**config.mk**
```make
export PLATFORM = sky130hd
export DESIGN_NAME = fir_top
export DESIGN_NICKNAME = d
export VERILOG_FILES = /design/src/verilog/fir_pkg.sv /design/src/verilog/fir_flt_if.sv /design/src/verilog/fir_en_bank.sv /design/src/verilog/fir_flt_latch.sv /design/src/verilog/fir_top.sv
export SDC_FILE = /design/constraint.sdc
export NUM_CORES = 1
export LEC_CHECK = 0
export BUFFER_PORTS_ARGS = -buffer_cell sky130_fd_sc_hd__buf_2
export CORE_ASPECT_RATIO = 2
export CORE_MARGIN = 1.5
export CORE_UTILIZATION = 50
export CTS_BUF_LIST = sky130_fd_sc_hd__clkbuf_16
export DETAILED_ROUTE_END_ITERATION = 6
export GPL_TIMING_DRIVEN = 0
export PLACE_DENSITY = 0.78
export SLEW_MARGIN = 5
export SYNTH_ARGS = -nofsm -noshare
export SYNTH_HDL_FRONTEND = slang
export SYNTH_SLANG_ARGS = --single-unit
```
**constraint.sdc**
```tcl
create_clock -name mclk_in -period 11.26 [get_ports mclk_in]
set_input_delay 3.378 -clock mclk_in [delete_from_list [all_inputs] [get_ports mclk_in]]
set_output_delay 3.378 -clock mclk_in [all_outputs]
set_load 0.1 [all_outputs]
```
**src/verilog/fir_pkg.sv**
```systemverilog
// Constants, types and decode helpers of the fault interrupt enable bank.
`default_nettype none
package fir_pkg;
	typedef logic [7:0] fir_addr_t;
	typedef logic [15:0] fir_word_t;
	typedef logic [7:0] fir_on_t;

	localparam fir_addr_t FIR_SUP_EN = 8'h08;
	localparam fir_addr_t FIR_BST_EN = 8'h0a;
	localparam fir_addr_t FIR_LED_EN = 8'h0c;
	localparam fir_addr_t FIR_SUP_STAT = 8'h0e;
	localparam fir_addr_t FIR_BST_STAT = 8'h10;
	localparam fir_addr_t FIR_LED_STAT = 8'h12;

	localparam fir_word_t FIR_SUP_RST = 16'h2aaa;
	localparam fir_word_t FIR_BST_RST = 16'ha028;
	localparam fir_word_t FIR_LED_RST = 16'h00aa;

	localparam fir_on_t FIR_SUP_FIELDS = 8'h7f;
	localparam fir_on_t FIR_SUP_RST_ON = 8'h7f;
	localparam fir_on_t FIR_BST_FIELDS = 8'hfe;
	localparam fir_on_t FIR_BST_RST_ON = 8'hc6;
	localparam fir_on_t FIR_LED_FIELDS = 8'h0f;
	localparam fir_on_t FIR_LED_RST_ON = 8'h0f;

	localparam logic [1:0] FIR_RD_ON = 2'h2;
	localparam logic [1:0] FIR_RD_OFF = 2'h0;
	localparam logic [1:0] FIR_WR_OFF = 2'h1;
	localparam logic [1:0] FIR_WR_ON = 2'h3;

	localparam int FIR_NFIELD = 8;
	localparam int FIR_NREG = 3;
	localparam int FIR_NSLOT = 24;

	function automatic logic fir_hit(input fir_addr_t a, input fir_addr_t off);
		return a == off;
	endfunction

	function automatic fir_word_t fir_en_rd(input fir_on_t on);
		fir_word_t r;
		r = 16'h0000;
		for (int i = 0; i < FIR_NFIELD; i++) begin
			r[2*i+:2] = on[i] ? FIR_RD_ON : FIR_RD_OFF;
		end
		return r;
	endfunction

	function automatic fir_word_t fir_stat_rd(input fir_on_t st);
		fir_word_t r;
		r = 16'h0000;
		for (int i = 0; i < FIR_NFIELD; i++) begin
			r[2*i+1] = st[i];
		end
		return r;
	endfunction
endpackage
`default_nettype wire

```
**src/verilog/fir_flt_if.sv**
```systemverilog
// Carrier between the register top and the fault latch.
`timescale 1ns/1ps
`default_nettype none
interface fir_flt_if;
	logic [23:0] raw;
	logic [23:0] on;
	logic [23:0] filt;
	logic [23:0] stat;
	logic clr_wr;
	logic [1:0] clr_reg;
	logic [15:0] clr_data;
	modport ctl (output raw, on, clr_wr, clr_reg, clr_data, input filt, stat);
	modport lat (input raw, on, clr_wr, clr_reg, clr_data, output filt, stat);
endinterface
`default_nettype wire

```
**src/verilog/fir_en_bank.sv**
```systemverilog
// One register of two-bit interrupt enable fields.
`timescale 1ns/1ps
`default_nettype none
module fir_en_bank import fir_pkg::*; #(
	parameter fir_on_t FIELDS = 8'hff,
	parameter fir_on_t RST_ON = 8'h00
) (
	// Clock and reset.
	input wire logic mclk_in,
	input wire logic sys_rst_in,
	// Register write.
	input wire logic wr_in,
	input wire logic [15:0] wdata_in,
	// Field state.
	output logic [7:0] on_out,
	output logic [15:0] rdata_out
);
	fir_on_t on_r;

	genvar k;
	generate
		for (k = 0; k < FIR_NFIELD; k++) begin : g_field
			always_ff @(posedge mclk_in or posedge sys_rst_in) begin
				if (sys_rst_in) begin
					on_r[k] <= RST_ON[k] & FIELDS[k];
				end else if (wr_in && FIELDS[k]) begin
					case (wdata_in[2*k+:2])
						FIR_WR_OFF: on_r[k] <= 1'b0;
						FIR_WR_ON: on_r[k] <= 1'b1;
						default: on_r[k] <= on_r[k];
					endcase
				end
			end
		end
	endgenerate

	assign on_out = on_r & FIELDS;
	assign rdata_out = fir_en_rd(on_r & FIELDS);
endmodule // fir_en_bank
`default_nettype wire

```
**src/verilog/fir_flt_latch.sv**
```systemverilog
// Fault input synchroniser and sticky fault status bits.
`timescale 1ns/1ps
`default_nettype none
module fir_flt_latch import fir_pkg::*; (
	// Clock and reset.
	input wire logic mclk_in,
	input wire logic sys_rst_in,
	// Link to the register top.
	fir_flt_if.lat flt
);
	logic [23:0] s1_r;
	logic [23:0] s2_r;
	logic [23:0] s3_r;
	logic [23:0] filt_r;
	logic [23:0] stat_r;
	logic [23:0] clr;

	always_ff @(posedge mclk_in or posedge sys_rst_in) begin
		if (sys_rst_in) begin
			s1_r <= 24'h000000;
			s2_r <= 24'h000000;
			s3_r <= 24'h000000;
		end else begin
			s1_r <= flt.raw;
			s2_r <= s1_r;
			s3_r <= s2_r;
		end
	end

	always_ff @(posedge mclk_in or posedge sys_rst_in) begin
		if (sys_rst_in) begin
			filt_r <= 24'h000000;
		end else begin
			filt_r <= (s2_r & ~(s2_r ^ s3_r)) | (filt_r & (s2_r ^ s3_r));
		end
	end

	genvar r, k;
	generate
		for (r = 0; r < FIR_NREG; r++) begin : g_reg
			for (k = 0; k < FIR_NFIELD; k++) begin : g_bit
				assign clr[r*FIR_NFIELD+k] = flt.clr_wr
					&& (flt.clr_reg == 2'(r))
					&& flt.clr_data[2*k+1] && flt.clr_data[2*k];
			end
		end
	endgenerate

	always_ff @(posedge mclk_in or posedge sys_rst_in) begin
		if (sys_rst_in) begin
			stat_r <= 24'h000000;
		end else begin
			stat_r <= filt_r | (stat_r & ~clr);
		end
	end

	assign flt.filt = filt_r;
	assign flt.stat = stat_r;
endmodule // fir_flt_latch
`default_nettype wire

```
**src/verilog/fir_top.sv**
```systemverilog
// Fault interrupt enable registers, fault latches and interrupt output.
`timescale 1ns/1ps
`default_nettype none
module fir_top import fir_pkg::*; (
	// Clock and reset.
	input wire logic mclk_in,
	input wire logic sys_rst_in,
	// Register port.
	input wire logic reg_wr_in,
	input wire logic reg_rd_in,
	input wire logic [7:0] reg_addr_in,
	input wire logic [15:0] reg_wdata_in,
	output logic [15:0] reg_rdata_out,
	output logic reg_rvalid_out,
	// Fault detector levels.
	input wire logic [6:0] supply_fault_in,
	input wire logic [5:0] boost_fault_in,
	input wire logic [3:0] led_fault_in,
	// Interrupt.
	output logic irq_out
);

	// ----------------------------------------------------------------
	// Declarations.
	// ----------------------------------------------------------------

	fir_flt_if flt ();

	fir_on_t sup_on;
	fir_on_t bst_on;
	fir_on_t led_on;
	fir_word_t sup_rd;
	fir_word_t bst_rd;
	fir_word_t led_rd;
	fir_word_t rdata_nxt;
	fir_word_t rdata_r;
	logic rvalid_r;
	logic irq_r;
	logic sup_wr;
	logic bst_wr;
	logic led_wr;

	// ----------------------------------------------------------------
	// Address decode.
	// ----------------------------------------------------------------

	assign sup_wr = reg_wr_in && fir_hit(reg_addr_in, FIR_SUP_EN);

	assign bst_wr = reg_wr_in && fir_hit(reg_addr_in, FIR_BST_EN);

	assign led_wr = reg_wr_in && fir_hit(reg_addr_in, FIR_LED_EN);

	// ----------------------------------------------------------------
	// Enable registers.
	// ----------------------------------------------------------------

	fir_en_bank #(
		.FIELDS(FIR_SUP_FIELDS),
		.RST_ON(FIR_SUP_RST_ON)
	) u_sup (
		.mclk_in(mclk_in),
		.sys_rst_in(sys_rst_in),
		.wr_in(sup_wr),
		.wdata_in(reg_wdata_in),
		.on_out(sup_on),
		.rdata_out(sup_rd)
	);

	fir_en_bank #(
		.FIELDS(FIR_BST_FIELDS),
		.RST_ON(FIR_BST_RST_ON)
	) u_bst (
		.mclk_in(mclk_in),
		.sys_rst_in(sys_rst_in),
		.wr_in(bst_wr),
		.wdata_in(reg_wdata_in),
		.on_out(bst_on),
		.rdata_out(bst_rd)
	);

	fir_en_bank #(
		.FIELDS(FIR_LED_FIELDS),
		.RST_ON(FIR_LED_RST_ON)
	) u_led (
		.mclk_in(mclk_in),
		.sys_rst_in(sys_rst_in),
		.wr_in(led_wr),
		.wdata_in(reg_wdata_in),
		.on_out(led_on),
		.rdata_out(led_rd)
	);

	// ----------------------------------------------------------------
	// Fault latches.
	// ----------------------------------------------------------------

	assign flt.raw = {4'h0, led_fault_in, boost_fault_in, 2'h0,
		1'b0, supply_fault_in};
	assign flt.on = {led_on, bst_on, sup_on};
	assign flt.clr_wr = reg_wr_in && (fir_hit(reg_addr_in, FIR_SUP_STAT)
		|| fir_hit(reg_addr_in, FIR_BST_STAT)
		|| fir_hit(reg_addr_in, FIR_LED_STAT));
	assign flt.clr_reg = fir_hit(reg_addr_in, FIR_BST_STAT) ? 2'h1 :
		fir_hit(reg_addr_in, FIR_LED_STAT) ? 2'h2 : 2'h0;
	assign flt.clr_data = reg_wdata_in;

	fir_flt_latch u_latch (
		.mclk_in(mclk_in),
		.sys_rst_in(sys_rst_in),
		.flt(flt.lat)
	);

	// ----------------------------------------------------------------
	// Read path.
	// ----------------------------------------------------------------

	always_comb begin
		case (reg_addr_in)
			FIR_SUP_EN: rdata_nxt = sup_rd;
			FIR_BST_EN: rdata_nxt = bst_rd;
			FIR_LED_EN: rdata_nxt = led_rd;
			FIR_SUP_STAT: rdata_nxt = fir_stat_rd(flt.stat[7:0]);
			FIR_BST_STAT: rdata_nxt = fir_stat_rd(flt.stat[15:8]);
			FIR_LED_STAT: rdata_nxt = fir_stat_rd(flt.stat[23:16]);
			default: rdata_nxt = 16'h0000;
		endcase
	end

	always_ff @(posedge mclk_in or posedge sys_rst_in) begin
		if (sys_rst_in) begin
			rdata_r <= 16'h0000;
		end else if (reg_rd_in) begin
			rdata_r <= rdata_nxt;
		end
	end

	always_ff @(posedge mclk_in or posedge sys_rst_in) begin
		if (sys_rst_in) begin
			rvalid_r <= 1'b0;
		end else begin
			rvalid_r <= reg_rd_in;
		end
	end

	// ----------------------------------------------------------------
	// Interrupt output.
	// ----------------------------------------------------------------

	always_ff @(posedge mclk_in or posedge sys_rst_in) begin
		if (sys_rst_in) begin
			irq_r <= 1'b0;
		end else begin
			irq_r <= |(flt.stat & flt.on);
		end
	end

	assign reg_rdata_out = rdata_r;
	assign reg_rvalid_out = rvalid_r;
	assign irq_out = irq_r;

	logic first_r;

	always_ff @(posedge mclk_in or posedge sys_rst_in) begin
		if (sys_rst_in) begin
			first_r <= 1'b1;
		end else begin
			first_r <= 1'b0;
		end
	end
endmodule // fir_top
`default_nettype wire

```
==> out/summary.txt <==
Peak Freq - 0.204 GHz
Compound-Gate Fraction of Synth Area - 7.90%
DRC Markers - 0
Finished Layout Cells - 507
crit path DAT - 5.18 ns
most frequent cells in the layout - dfrtp_1, buf_2, o21ai_0, nand3_1
postcts setup bufs - 0
Post-DP HPWL - 5.95 mm
post-route cell area - 5480 sq um
Top FF cell, synth - dfrtp_1
Placed Cells - 475
ranking of synthesized cells by area - dfrtp_1, dfstp_2, mux2_2, maj3_1, mux2_1
root buf cell - clkbuf_16
first-pass GRT wire length - 14.5 mm
reg2reg path depth - 4
Area after DPL - 4920 sq um
crit-path max FO - 8
Synth Warn # - 0
worst slew pin tran - 0.680 ns
minimum clock period - 4.90 ns
fin util - 63.3%
CTS buffer count - 17
startpoint types - primary input
Pre-antenna DRT Iters - 4
Post-Syn Area - 4470 sq um
Syn Area/Cell - 14.2 sq um
Total GRT Usage - 20.2%
final wirelength - 8.97 mm
GP Congestion - 0.902
Synth Register Bits - 120
antenna violations before repair - 0
Initial Utilization - 51.6%
grt ovf - 0
layout cells sized above 1 - 32.9%
I/O Buffers - 53
WS Path Type - in2reg
largest net degree at the start of global routing - 82
Simple-Gate Fraction of Synth Area - 9.05%
WL per Instance - 17.7 microns
Hold Vio Cnt, Final - 0
Slew headroom - 54.3%
unrepaired setup endpoints after global routing - no
ANT nets after route - 0
Die Area - 9540 sq um
Tcrit/Tclk final - 43.5%
antenna cells - 0
largest family of logic cells by synthesized area - multiplexers
Max Clock Skew - 0.0179 ns
final setup vio count - 0
register area share after synthesis - 67.6%
number of vias per cell - 5.61
hold_buf cts - 0
leading cell type in the layout, fill and taps excluded - dfrtp_1
Initial DRC Count - 203
most area-hungry cell type in the Yosys netlist - dfrtp_1
Die Wd - 69.8 microns
post-synth cell types - 39
Hold Path Class - reg2reg
clock transition at the registers of the reported paths - 0.05 ns
worst r2r src - u_bst.on_out[5]
P&R area growth vs syn - 22.6%
Synth Instances - 314
setup TNS - 0 ns
top-area cell type share of the netlist area - 58.8%
Max Cap Violations - 0
WHS - 0.345 ns
adder-cell share of the synthesized area - 3.81%
I/O pin total - 63
Clock Sinks - 120
EDFF count, synth - 0
vias in the first global route - 3,027
Max VDD drop - 117 uV
Die H - 137 microns
fin nets - 439
worst setup path start - reg_addr_in[5]
post-synthesis xor/xnor area fraction - 0%
outcome - completed
CTS resizes - 0
Core ar. - 8650 sq um
clock buffer depth - 2
R2R Path End - irq_out
fraction of registers with async set/reset - 100%
mux share of post-synthesis cell area - 9.22%
count of pins over their slew limit - 0
Rows - 48
CP endpoint - u_latch.flt.stat[10]
via count - 2,843
Worst-Skew Late Latency - 0.41 ns
H-Tree Depth - 4
CTS tree - built
PwrDens - 192 nW/um^2
Worst Setup End Kind - register
WP data required - 11.55 ns
Leak - 0.00235 uW
R2R setup slack - 9.78 ns
[power breakdown]
part / internal [uW] / total [uW] / switching [uW]
Sequential: 453 / 463 / 9.23
Clock: 320 / 504 / 184
Combinational: 25.4 / 87.6 / 62.1
[worst min path at each step]
| stage | startpoint | endpoint | slack, ns | cells after the start |
|---|---|---|---|---|
| after CTS | u_latch.s1_r[14] | u_latch.s2_r[14] | 0.34 | 0 |
| after global placement | u_latch.s1_r[11] | u_latch.s2_r[11] | 0.33 | 0 |
| final | u_latch.s1_r[3] | u_latch.s2_r[3] | 0.34 | 0 |
| after floorplan | u_latch.s1_r[0] | u_latch.s2_r[0] | 0.33 | 0 |
| after global routing | u_latch.s1_r[14] | u_latch.s2_r[14] | 0.34 | 0 |
| after detailed placement | u_latch.s1_r[0] | u_latch.s2_r[0] | 0.33 | 0 |
[per-stage QoR]
step	total power (uW)	setup slack, ns
2_1_floorplan	533	4.72
3_3_place_gp	553	3.57
3_5_place_dp	557	5.99
4_1_cts	1070	6.43
5_1_grt	1090	6.20
6_report	1050	6.36
[cells by family (layout without fill, tap and decap cells)]
family,Yosys count,count (layout)
AOI/OAI and AO/OA,55,55
and+or+nand+nor,69,69
DFF,120,120
muxes,34,34
other,1,8
adders and majority gates,17,17
buffers and inverters,18,104
[worst max-delay path: stages]
cell and delay [ns]:
buf_2 0.11, nor4_1 0.59, nand4b_1 0.61, o21ai_0 0.39, nand2b_1 0.09
[layer usage]
| layer | up-vias | global-route usage [%] | wire length, microns |
|---|---|---|---|
| met5 | - | 0 | 0 |
| met4 | 0 | 14.3 | 392 |
| met3 | 30 | 5.38 | 419 |
| met2 | 111 | 35.0 | 4810 |
| met1 | 1428 | 20.9 | 3350 |
| li1 | 1274 | - | - |
[cells in the mapped netlist (2+ instances only)]
master	n
maj3_1	17
nand4_1	3
dfrtp_1	105
nand2_1	8
inv_1	3
a221oi_1	3
nand3_1	20
nor2b_1	2
nand2b_1	17
mux2i_1	4
dfstp_2	15
a22o_1	3
mux2_2	17
a21oi_1	6
a32oi_1	2
and2_1	2
buf_4	9
a22oi_1	9
o21ai_0	22
o21a_1	7
clkbuf_1	3
mux4_2	3
mux2_1	10
buf_1	2
nor2_1	8
[area by class of cell]
class,instances,area (sq um)
clock buffer,17,425
fill,676,3170
buffer,15,91.3
timing repair buffer,54,293
inverter,3,16.3
clock inverter,15,136
tap,100,125
multi-input combinational,183,1370
sequential,120,3020
No activity file was read; power rests on OpenSTA's default activity.
